--- src/shared/spie_pkg.sv ---
// Package with constants and types for the SPI controller with documented quirks.
package spie_pkg;
	localparam int NUM_CS        = 4;
	localparam int DATA_W        = 8;
	localparam int DIV_W         = 8;
	localparam logic [7:0] DIV_RESET = 8'h01;
	localparam logic [7:0] DIV_ONE   = 8'h01;

	typedef struct packed {
		logic [7:0] serial_clock_divider;
		logic       clock_polarity;
		logic       clock_phase_inverted;
		logic       cs_hold_after_transfer;
	} spie_cs_cfg_t;

	localparam spie_cs_cfg_t CS_CFG_RESET = '{serial_clock_divider: 8'h01, clock_polarity: 1'b0,
		clock_phase_inverted: 1'b0, cs_hold_after_transfer: 1'b0};

	typedef struct packed {
		logic       master;
		logic       fault_detect_disable;
		logic [1:0] cs_sel;
	} spie_mode_t;

	localparam spie_mode_t MODE_RESET = '{master: 1'b0, fault_detect_disable: 1'b0, cs_sel: 2'h0};

	typedef enum logic [1:0] {
		SPIE_IDLE  = 2'b00,
		SPIE_SHIFT = 2'b01,
		SPIE_DONE  = 2'b10
	} spie_state_t;
endpackage

--- src/spie_ctrl.sv ---
// SPI controller core with enable, soft reset, chip select configs and quirks kept.
`timescale 1ns/1ns
// Function
// Hold on chip select 0 with fault detection enabled blocks every transfer start.
// Software sets fault detect disable when it needs hold on chip select 0.
// Data writes while disabled are dropped and leave tx empty set.
// Disabling leaves tx empty unchanged so DMA keeps writing into loss.
// Software stops DMA, waits two instructions, then disables; resumes reversed.
// Disable command is ignored in slave mode; block keeps working as slave.
// Software reads last word then writes soft reset to stop a slave.
// Mixed divider one with others and polarity 1 phase 0 adds extra clock pulse; the code compares only selects 0 and 1 and adds it on a non-one divider.
// Software sets all dividers to one in that polarity and phase case.
// Soft reset restores all settings and discards pending transmit and receive data.
module spie_ctrl #(
	parameter int NUM_CS = spie_pkg::NUM_CS,
	parameter int DATA_W = spie_pkg::DATA_W
) (
	input  wire logic                   ref_clk,
	input  wire logic                   rst,
	input  wire logic                   enable_cmd,
	input  wire logic                   disable_cmd,
	input  wire logic                   soft_reset_bit,
	input  wire logic                   mode_wr,
	input  wire spie_pkg::spie_mode_t   mode_wdata,
	input  wire logic                   cs_cfg_wr,
	input  wire logic [1:0]             cs_cfg_idx,
	input  wire spie_pkg::spie_cs_cfg_t cs_cfg_wdata,
	input  wire logic                   tx_data_wr,
	input  wire logic [DATA_W-1:0]      tx_data_reg,
	input  wire logic                   rx_data_rd,
	input  wire logic                   miso_in,
	input  wire logic                   mosi_in,
	input  wire logic                   sck_in,
	input  wire logic                   nss_in,
	output logic                        tx_empty_flag,
	output logic                        rx_full_flag,
	output logic [DATA_W-1:0]           rx_data,
	output logic                        enabled,
	output logic                        sck_out,
	output logic                        sck_oe,
	output logic                        mosi_out,
	output logic                        mosi_oe,
	output logic                        miso_out,
	output logic                        miso_oe,
	output logic [NUM_CS-1:0]           cs_n_out
);
	spie_pkg::spie_mode_t   mode_q;
	spie_pkg::spie_cs_cfg_t cfg_q [NUM_CS];
	spie_pkg::spie_state_t  state_q;
	logic [DATA_W-1:0]      tx_buf_q;
	logic [DATA_W-1:0]      sh_q;
	logic [3:0]             bit_q;
	logic                   phase_q;
	logic                   extra_q;
	logic                   sck_in_q;
	logic                   tick;

	wire spie_pkg::spie_cs_cfg_t cur = cfg_q[mode_q.cs_sel];
	wire start_block = cfg_q[0].cs_hold_after_transfer && !mode_q.fault_detect_disable;
	wire wr_ok       = tx_data_wr && enabled;
	wire dis_ok      = disable_cmd && mode_q.master;
	wire srst        = rst || soft_reset_bit;
	wire cur_div1    = cur.serial_clock_divider == spie_pkg::DIV_ONE;
	wire mixed       = (cfg_q[0].serial_clock_divider == spie_pkg::DIV_ONE)
		!= (cfg_q[1].serial_clock_divider == spie_pkg::DIV_ONE);
	wire quirk       = mixed && cur.clock_polarity && !cur.clock_phase_inverted;
	wire can_start   = enabled && mode_q.master && !tx_empty_flag && !start_block
		&& state_q == spie_pkg::SPIE_IDLE;
	wire last_bit    = bit_q == 4'(DATA_W - 1);
	wire sck_rise    = sck_in && !sck_in_q;
	wire slave_act   = enabled && !mode_q.master && !nss_in;

	spie_clkdiv #(.DIV_W(spie_pkg::DIV_W)) u_div (
		.ref_clk (ref_clk),
		.rst     (srst),
		.run     (state_q == spie_pkg::SPIE_SHIFT),
		.divider (cur.serial_clock_divider),
		.tick    (tick)
	);

	always_ff @(posedge ref_clk) begin
		if (srst) begin
			mode_q        <= spie_pkg::MODE_RESET;
			for (int i = 0; i < NUM_CS; i++) cfg_q[i] <= spie_pkg::CS_CFG_RESET;
			state_q       <= spie_pkg::SPIE_IDLE;
			enabled       <= 1'b0;
			tx_empty_flag <= 1'b1;
			rx_full_flag  <= 1'b0;
			tx_buf_q      <= '0;
			sh_q          <= '0;
			rx_data       <= '0;
			bit_q         <= '0;
			phase_q       <= 1'b0;
			extra_q       <= 1'b0;
			sck_in_q      <= 1'b0;
			sck_out       <= 1'b0;
			sck_oe        <= 1'b0;
			mosi_out      <= 1'b0;
			mosi_oe       <= 1'b0;
			miso_out      <= 1'b0;
			miso_oe       <= 1'b0;
			cs_n_out      <= '1;
		end else begin
			sck_in_q <= sck_in;
			if (enable_cmd) begin
				enabled <= 1'b1;
			end else if (dis_ok) begin
				enabled <= 1'b0;
			end
			if (mode_wr) begin
				mode_q <= mode_wdata;
			end
			if (cs_cfg_wr) begin
				cfg_q[cs_cfg_idx] <= cs_cfg_wdata;
			end
			if (wr_ok) begin
				tx_buf_q      <= tx_data_reg;
				tx_empty_flag <= 1'b0;
			end
			if (rx_data_rd) begin
				rx_full_flag <= 1'b0;
			end
			sck_oe  <= mode_q.master;
			mosi_oe <= mode_q.master;
			miso_oe <= slave_act;
			case (state_q)
				spie_pkg::SPIE_IDLE: begin
					sck_out <= cur.clock_polarity;
					// A held select is let go once the selected config no longer asks for hold.
					if (!cur.cs_hold_after_transfer) cs_n_out <= '1;
					if (can_start) begin
						sh_q          <= tx_buf_q;
						tx_empty_flag <= wr_ok ? 1'b0 : 1'b1;
						bit_q         <= '0;
						phase_q       <= 1'b0;
						extra_q       <= quirk && !cur_div1;
						cs_n_out      <= ~(NUM_CS'(1) << mode_q.cs_sel);
						mosi_out      <= tx_buf_q[DATA_W-1];
						state_q       <= spie_pkg::SPIE_SHIFT;
					end else if (slave_act && sck_rise) begin
						sh_q     <= {sh_q[DATA_W-2:0], mosi_in};
						miso_out <= sh_q[DATA_W-1];
						bit_q    <= last_bit ? 4'h0 : bit_q + 4'h1;
						if (last_bit) begin
							rx_data      <= {sh_q[DATA_W-2:0], mosi_in};
							rx_full_flag <= 1'b1;
						end
					end
				end
				spie_pkg::SPIE_SHIFT: begin
					if (tick) begin
						sck_out <= ~sck_out;
						phase_q <= ~phase_q;
						if (!phase_q) begin
							sh_q <= {sh_q[DATA_W-2:0], miso_in};
						end else if (last_bit) begin
							state_q <= spie_pkg::SPIE_DONE;
						end else begin
							bit_q    <= bit_q + 4'h1;
							mosi_out <= sh_q[DATA_W-1];
						end
					end
				end
				default: begin
					// The faulty clock path emits one spurious toggle pair before returning idle.
					if (extra_q) begin
						sck_out <= ~sck_out;
						extra_q <= sck_out == cur.clock_polarity;
					end else begin
						rx_data      <= sh_q;
						rx_full_flag <= 1'b1;
						if (!cur.cs_hold_after_transfer) cs_n_out <= '1;
						// The slave path shares this counter, so it must restart from zero.
						bit_q        <= '0;
						state_q      <= spie_pkg::SPIE_IDLE;
					end
				end
			endcase
		end
	end

	property p_r1_block;
		@(posedge ref_clk) disable iff (rst)
			(start_block && state_q == spie_pkg::SPIE_IDLE && !mode_wr && !cs_cfg_wr && !soft_reset_bit)
			|=> state_q == spie_pkg::SPIE_IDLE;
	endproperty
	a_r1_block: assert property (p_r1_block) else $error("transfer started while blocked");

	property p_r3_drop;
		@(posedge ref_clk) disable iff (rst)
			(tx_data_wr && !enabled && tx_empty_flag && !soft_reset_bit) |=> tx_empty_flag;
	endproperty
	a_r3_drop: assert property (p_r3_drop) else $error("write while disabled cleared tx empty");

	property p_r4_flag;
		@(posedge ref_clk) disable iff (rst)
			(dis_ok && !tx_data_wr && !can_start && !soft_reset_bit)
			|=> tx_empty_flag == $past(tx_empty_flag);
	endproperty
	a_r4_flag: assert property (p_r4_flag) else $error("disable changed tx empty");

	property p_r6_slave;
		@(posedge ref_clk) disable iff (rst)
			(disable_cmd && enabled && !mode_q.master && !soft_reset_bit) |=> enabled;
	endproperty
	a_r6_slave: assert property (p_r6_slave) else $error("slave disabled by command");

	property p_r10_srst;
		@(posedge ref_clk) disable iff (rst)
			soft_reset_bit |=> !enabled && tx_empty_flag && !rx_full_flag && &cs_n_out;
	endproperty
	a_r10_srst: assert property (p_r10_srst) else $error("soft reset left state");

	property p_r10_cfg;
		@(posedge ref_clk) disable iff (rst)
			soft_reset_bit |=> mode_q == spie_pkg::MODE_RESET && cfg_q[0] == spie_pkg::CS_CFG_RESET;
	endproperty
	a_r10_cfg: assert property (p_r10_cfg) else $error("soft reset left settings");

	property p_r3_keep;
		@(posedge ref_clk) disable iff (rst)
			(tx_data_wr && !enabled && !soft_reset_bit) |=> tx_buf_q == $past(tx_buf_q);
	endproperty
	a_r3_keep: assert property (p_r3_keep) else $error("write while disabled reached the buffer");

	property p_r8_extra;
		@(posedge ref_clk) disable iff (rst)
			(state_q == spie_pkg::SPIE_DONE && extra_q && !soft_reset_bit) |=> sck_out != $past(sck_out);
	endproperty
	a_r8_extra: assert property (p_r8_extra) else $error("extra clock pulse missing");
endmodule

--- src/spie_clkdiv.sv ---
// Serial clock divider that emits one-cycle enable pulses.
`timescale 1ns/1ns
module spie_clkdiv #(
	parameter int DIV_W = 8
) (
	input  wire logic             ref_clk,
	input  wire logic             rst,
	input  wire logic             run,
	input  wire logic [DIV_W-1:0] divider,
	output logic                  tick
);
	logic [DIV_W-1:0] cnt_q;
	logic [DIV_W-1:0] cnt_d;
	wire              hit = (cnt_q + DIV_W'(1)) >= divider;

	assign cnt_d = (!run || hit) ? '0 : cnt_q + DIV_W'(1);

	always_ff @(posedge ref_clk) begin
		if (rst) begin
			cnt_q <= '0;
			tick  <= 1'b0;
		end else begin
			cnt_q <= cnt_d;
			tick  <= run && hit;
		end
	end
endmodule

--- config.mk ---
export PLATFORM = sky130hd
export DESIGN_NAME = spie_ctrl
export DESIGN_NICKNAME = d
export VERILOG_FILES = /design/src/shared/spie_pkg.sv /design/src/spie_ctrl.sv /design/src/spie_clkdiv.sv
export SDC_FILE = /design/constraint.sdc
export NUM_CORES = 1
export LEC_CHECK = 0
export ABC_CLOCK_PERIOD_IN_PS = 2400
export BUFFER_PORTS_ARGS = -buffer_cell sky130_fd_sc_hd__buf_2
export CORE_MARGIN = 1.5
export CORE_UTILIZATION = 30
export DETAILED_ROUTE_END_ITERATION = 7
export GPL_TIMING_DRIVEN = 1
export PLACE_DENSITY_LB_ADDON = 0.1
export RECOVER_POWER = 25
export SYNTH_ARGS = -nofsm -noshare
export SYNTH_HDL_FRONTEND = slang
export SYNTH_HIERARCHICAL = 1
export SYNTH_SLANG_ARGS = --single-unit
export TNS_END_PERCENT = 30
--- constraint.sdc ---
create_clock -name ref_clk -period 2.4 [get_ports ref_clk]
set_clock_uncertainty 0.15 [all_clocks]
set_input_delay 0.12 -clock ref_clk [delete_from_list [all_inputs] [get_ports ref_clk]]
set_output_delay 0.12 -clock ref_clk [all_outputs]
set_load 0.02 [all_outputs]
==> impl_metrics.json <==
{
  "status": "finished clean",
  "first_global_vias": 3748,
  "antenna_left": 0,
  "nets": 619,
  "mostFrequentLayoutCells": "nand2_1, dfxtp_1, edfxtp_1",
  "power.density_mw_per_mm2": 578,
  "ys_warn_count": 6,
  "max_cap_viol_count": 0,
  "synth.avg_cell_area_um2": 10.6,
  "via_per_inst": 4.62,
  "rsz0062_at_grt": "yes",
  "synth_xor_area_share_pct": 1.44,
  "track_usage_pct": 14.8,
  "initial_core_util_pct": 30.6,
  "setup_viol": 0,
  "grt_pass1_wl_um": 19300,
  "wl_um": 11600,
  "cts_buffers": 9,
  "cts.sinks": 104,
  "critPathArrivalTime_ns": 2.45,
  "worst-setup-path-type": "reg2reg",
  "dp_cells": 732,
  "grt_antenna_before_repair": 0,
  "htree_levels": 3,
  "synth_edf_count": 44,
  "cts_buffer_depth": 2,
  "gp_congestion": 0.709,
  "dieHeight_um": 130,
  "clk_latency_ns": 0.35,
  "period_share_pct": 99.4,
  "p_seq_share_pct": 53.4,
  "hold_path_class": "in2reg",
  "p_comb_share_pct": 8.1,
  "p_switching_w": 0.000849,
  "yosys.area_share.simple_pct": 22.8,
  "fin_tns_setup_ns": 0,
  "fp-row-count": 46,
  "area_growth_pct": 28.2,
  "drive_above_1_share_pct": 19.3,
  "drc": 0,
  "syn-num-nets": 509,
  "core_mm2": 0.0159,
  "synthMuxAreaShare_pct": 6.12,
  "async_reset_ff_share_pct": 0,
  "synth_cell_types": 57,
  "cp_max_fo": 7,
  "antenna_cells": 0,
  "min_period_ns": 2.38,
  "synth_fa_ha_area_share_pct": 2.57,
  "leakage_nw": 2.20,
  "worstPathRequired_ns": 2.47,
  "synth_top_family_by_area": "simple AND/OR/NAND/NOR gates",
  "die_x_um": 130,
  "grt_max_degree": 30,
  "slew_headroom_pct": 46.9,
  "drtPass1Iterations": 4,
  "ios": 59,
  "syn-cell-area_mm2": 0.00487,
  "synth_compound_area_share_pct": 11.2,
  "synth_seq_cells": 104,
  "holdWs_ns": 0.0105,
  "seq_area_frac_synth_pct": 51.8,
  "cts-root-buf": "clkbuf_16",
  "drtIter0Drc": 133,
  "final_cell_count_no_fill": 792,
  "clk_pin_slew_ns": 0.07,
  "grt-ovfl-total": 0,
  "worst_slew_pin_slew_ns": 0.796,
  "finalHoldViolCount": 0,
  "ys.flop_type": "dfxtp_1",
  "fmax_mhz": 419,
  "ir_drop_v": 0.000305,
  "endpoint_kind": "register",
  "power_w": 0.00361,
  "portBuffers": 58,
  "die_area_mm2": 0.0170,
  "startpoint_type": "register",
  "synthCells": 461,
  "clkPwrFrac_pct": 38.5,
  "mostFrequentLayoutCell": "nand2_1",
  "cts_tree": "done",
  "sw_frac_of_total_pct": 23.5,
  "internal_power_w": 0.00276,
  "fin_util_pct": 39.3,
  "fillCellCount": 1647,
  "dp_hpwl_um": 8350,
  "wl_per_cell_um": 14.6,
  "vias": 3661,
  "slew_viol_final": 0
}
## logic make-up after synthesis
kind of cell               after synthesis
AOI/OAI and AO/OA                       70
xor gates and xnor gates                 8
and+or+nand+nor                        208
muxes                                   16
DFF                                    104
adders and majority gates               10
buffers and inverters                   45
## worst paths after layout
check	depth (start not counted)	slack (ns)	start	end
worst min-delay path	3	0.01	mode_wr	mode_q[1]
worst min register to register	2	0.31	tx_buf_q[1]	tx_buf_q[1]
worst max-delay path	8	0.02	register	u_div/tick
worst max register to register	8	0.02	register	u_div/tick
## through the flow
stage	instance area, um2	worst slack, ns
floorplan	4880	-0.0160
global placement	5530	-0.0334
detailed placement	5530	-0.0554
CTS	6260	0.00126
global route	6240	-0.0521
finish	6240	0.0151
## power groups by stage
stage               registers (W)  clock network [W]  logic, W
finish                    0.00193            0.00139  0.000294
global route              0.00193            0.00153  0.000327
CTS                       0.00193            0.00144  0.000301
detailed placement        0.00197                  0  0.000243
global placement          0.00197                  0  0.000241
floorplan                 0.00196                  0  0.000149
## critical path, cell delays in order (launching register included)
cell,delay (ns)
dfxtp_4,0.40
mux4_2,0.53
inv_2,0.09
ha_4,0.19
or3_4,0.39
a21oi_4,0.18
o31ai_4,0.08
buf_6,0.14
nor2b_1,0.12
## area by class of cell
class / instances / area [um2] / area share (%)
Clock buffer: 9 / 225 / 3.61
Clock inverter: 7 / 56.3 / 0.902
Inverter: 17 / 63.8 / 1.02
Multi-Input combinational cell: 312 / 2190 / 35.2
Sequential cell: 104 / 2530 / 40.5
Tap cell: 216 / 270 / 4.33
Timing Repair Buffer: 127 / 907 / 14.5
## synthesized netlist by cell type (all sizes together), types with 2 or more instances
cell	number	share of area, %
dfxtp	60	25
nor4	3	0.39
nor2	35	2.7
a21o	2	0.31
o2111ai	4	0.72
xnor2	5	0.90
mux4	11	5.1
and3b	2	0.36
nand3	19	2.0
ha	10	2.6
a22oi	3	0.46
inv	17	1.3
o31ai	3	1.0
mux2i	5	1.0
nand2	62	4.8
a21oi	21	2.5
o32ai	2	0.36
and3	11	1.4
buf	10	1.3
xor2	3	0.54
clkbuf	18	1.4
nand3b	3	0.46
or3b	2	0.36
nor3b	8	1.9
nand2b	11	1.4
o21ai	9	0.93
nor2b	2	0.26
and2	33	4.2
or3	2	0.28
nor3	8	1.0
nor4b	4	0.72
a31oi	2	0.26
edfxtp	44	27
a311oi	16	3.4
## flip-flops by register name, indices dropped and copies added, names as in the netlist, 2 cells and up, named ones only
signal       cells
bit_q            4
cfg_q           44
rx_data          8
state_q          2
sh_q             8
mode_q           4
cs_n_out         4
tx_buf_q         8
u_div/cnt_q      8
## timing repair
item / CTS / global route
pin swaps: 2 / 7
hold buffers: 40 / 0
endpoints found under the hold margin: 64 / 0
endpoints found under the setup margin: 9 / 17
buffers inserted: 4 / 0
gates resized for setup: 4 / 7
## layer usage
| metal | track usage (%) | share of wire (%) | wire (um) | vias to the layer above |
|---|---|---|---|---|
| li1 | - | - | - | 1874 |
| met1 | 19.7 | 49 | 5630 | 1736 |
| met2 | 24.4 | 48 | 5520 | 45 |
| met3 | 3.14 | 2.8 | 321 | 6 |
| met4 | 4.46 | 0.79 | 91 | 0 |
| met5 | 0 | 0 | 0 | - |
Power figures use the tool's default switching activity.
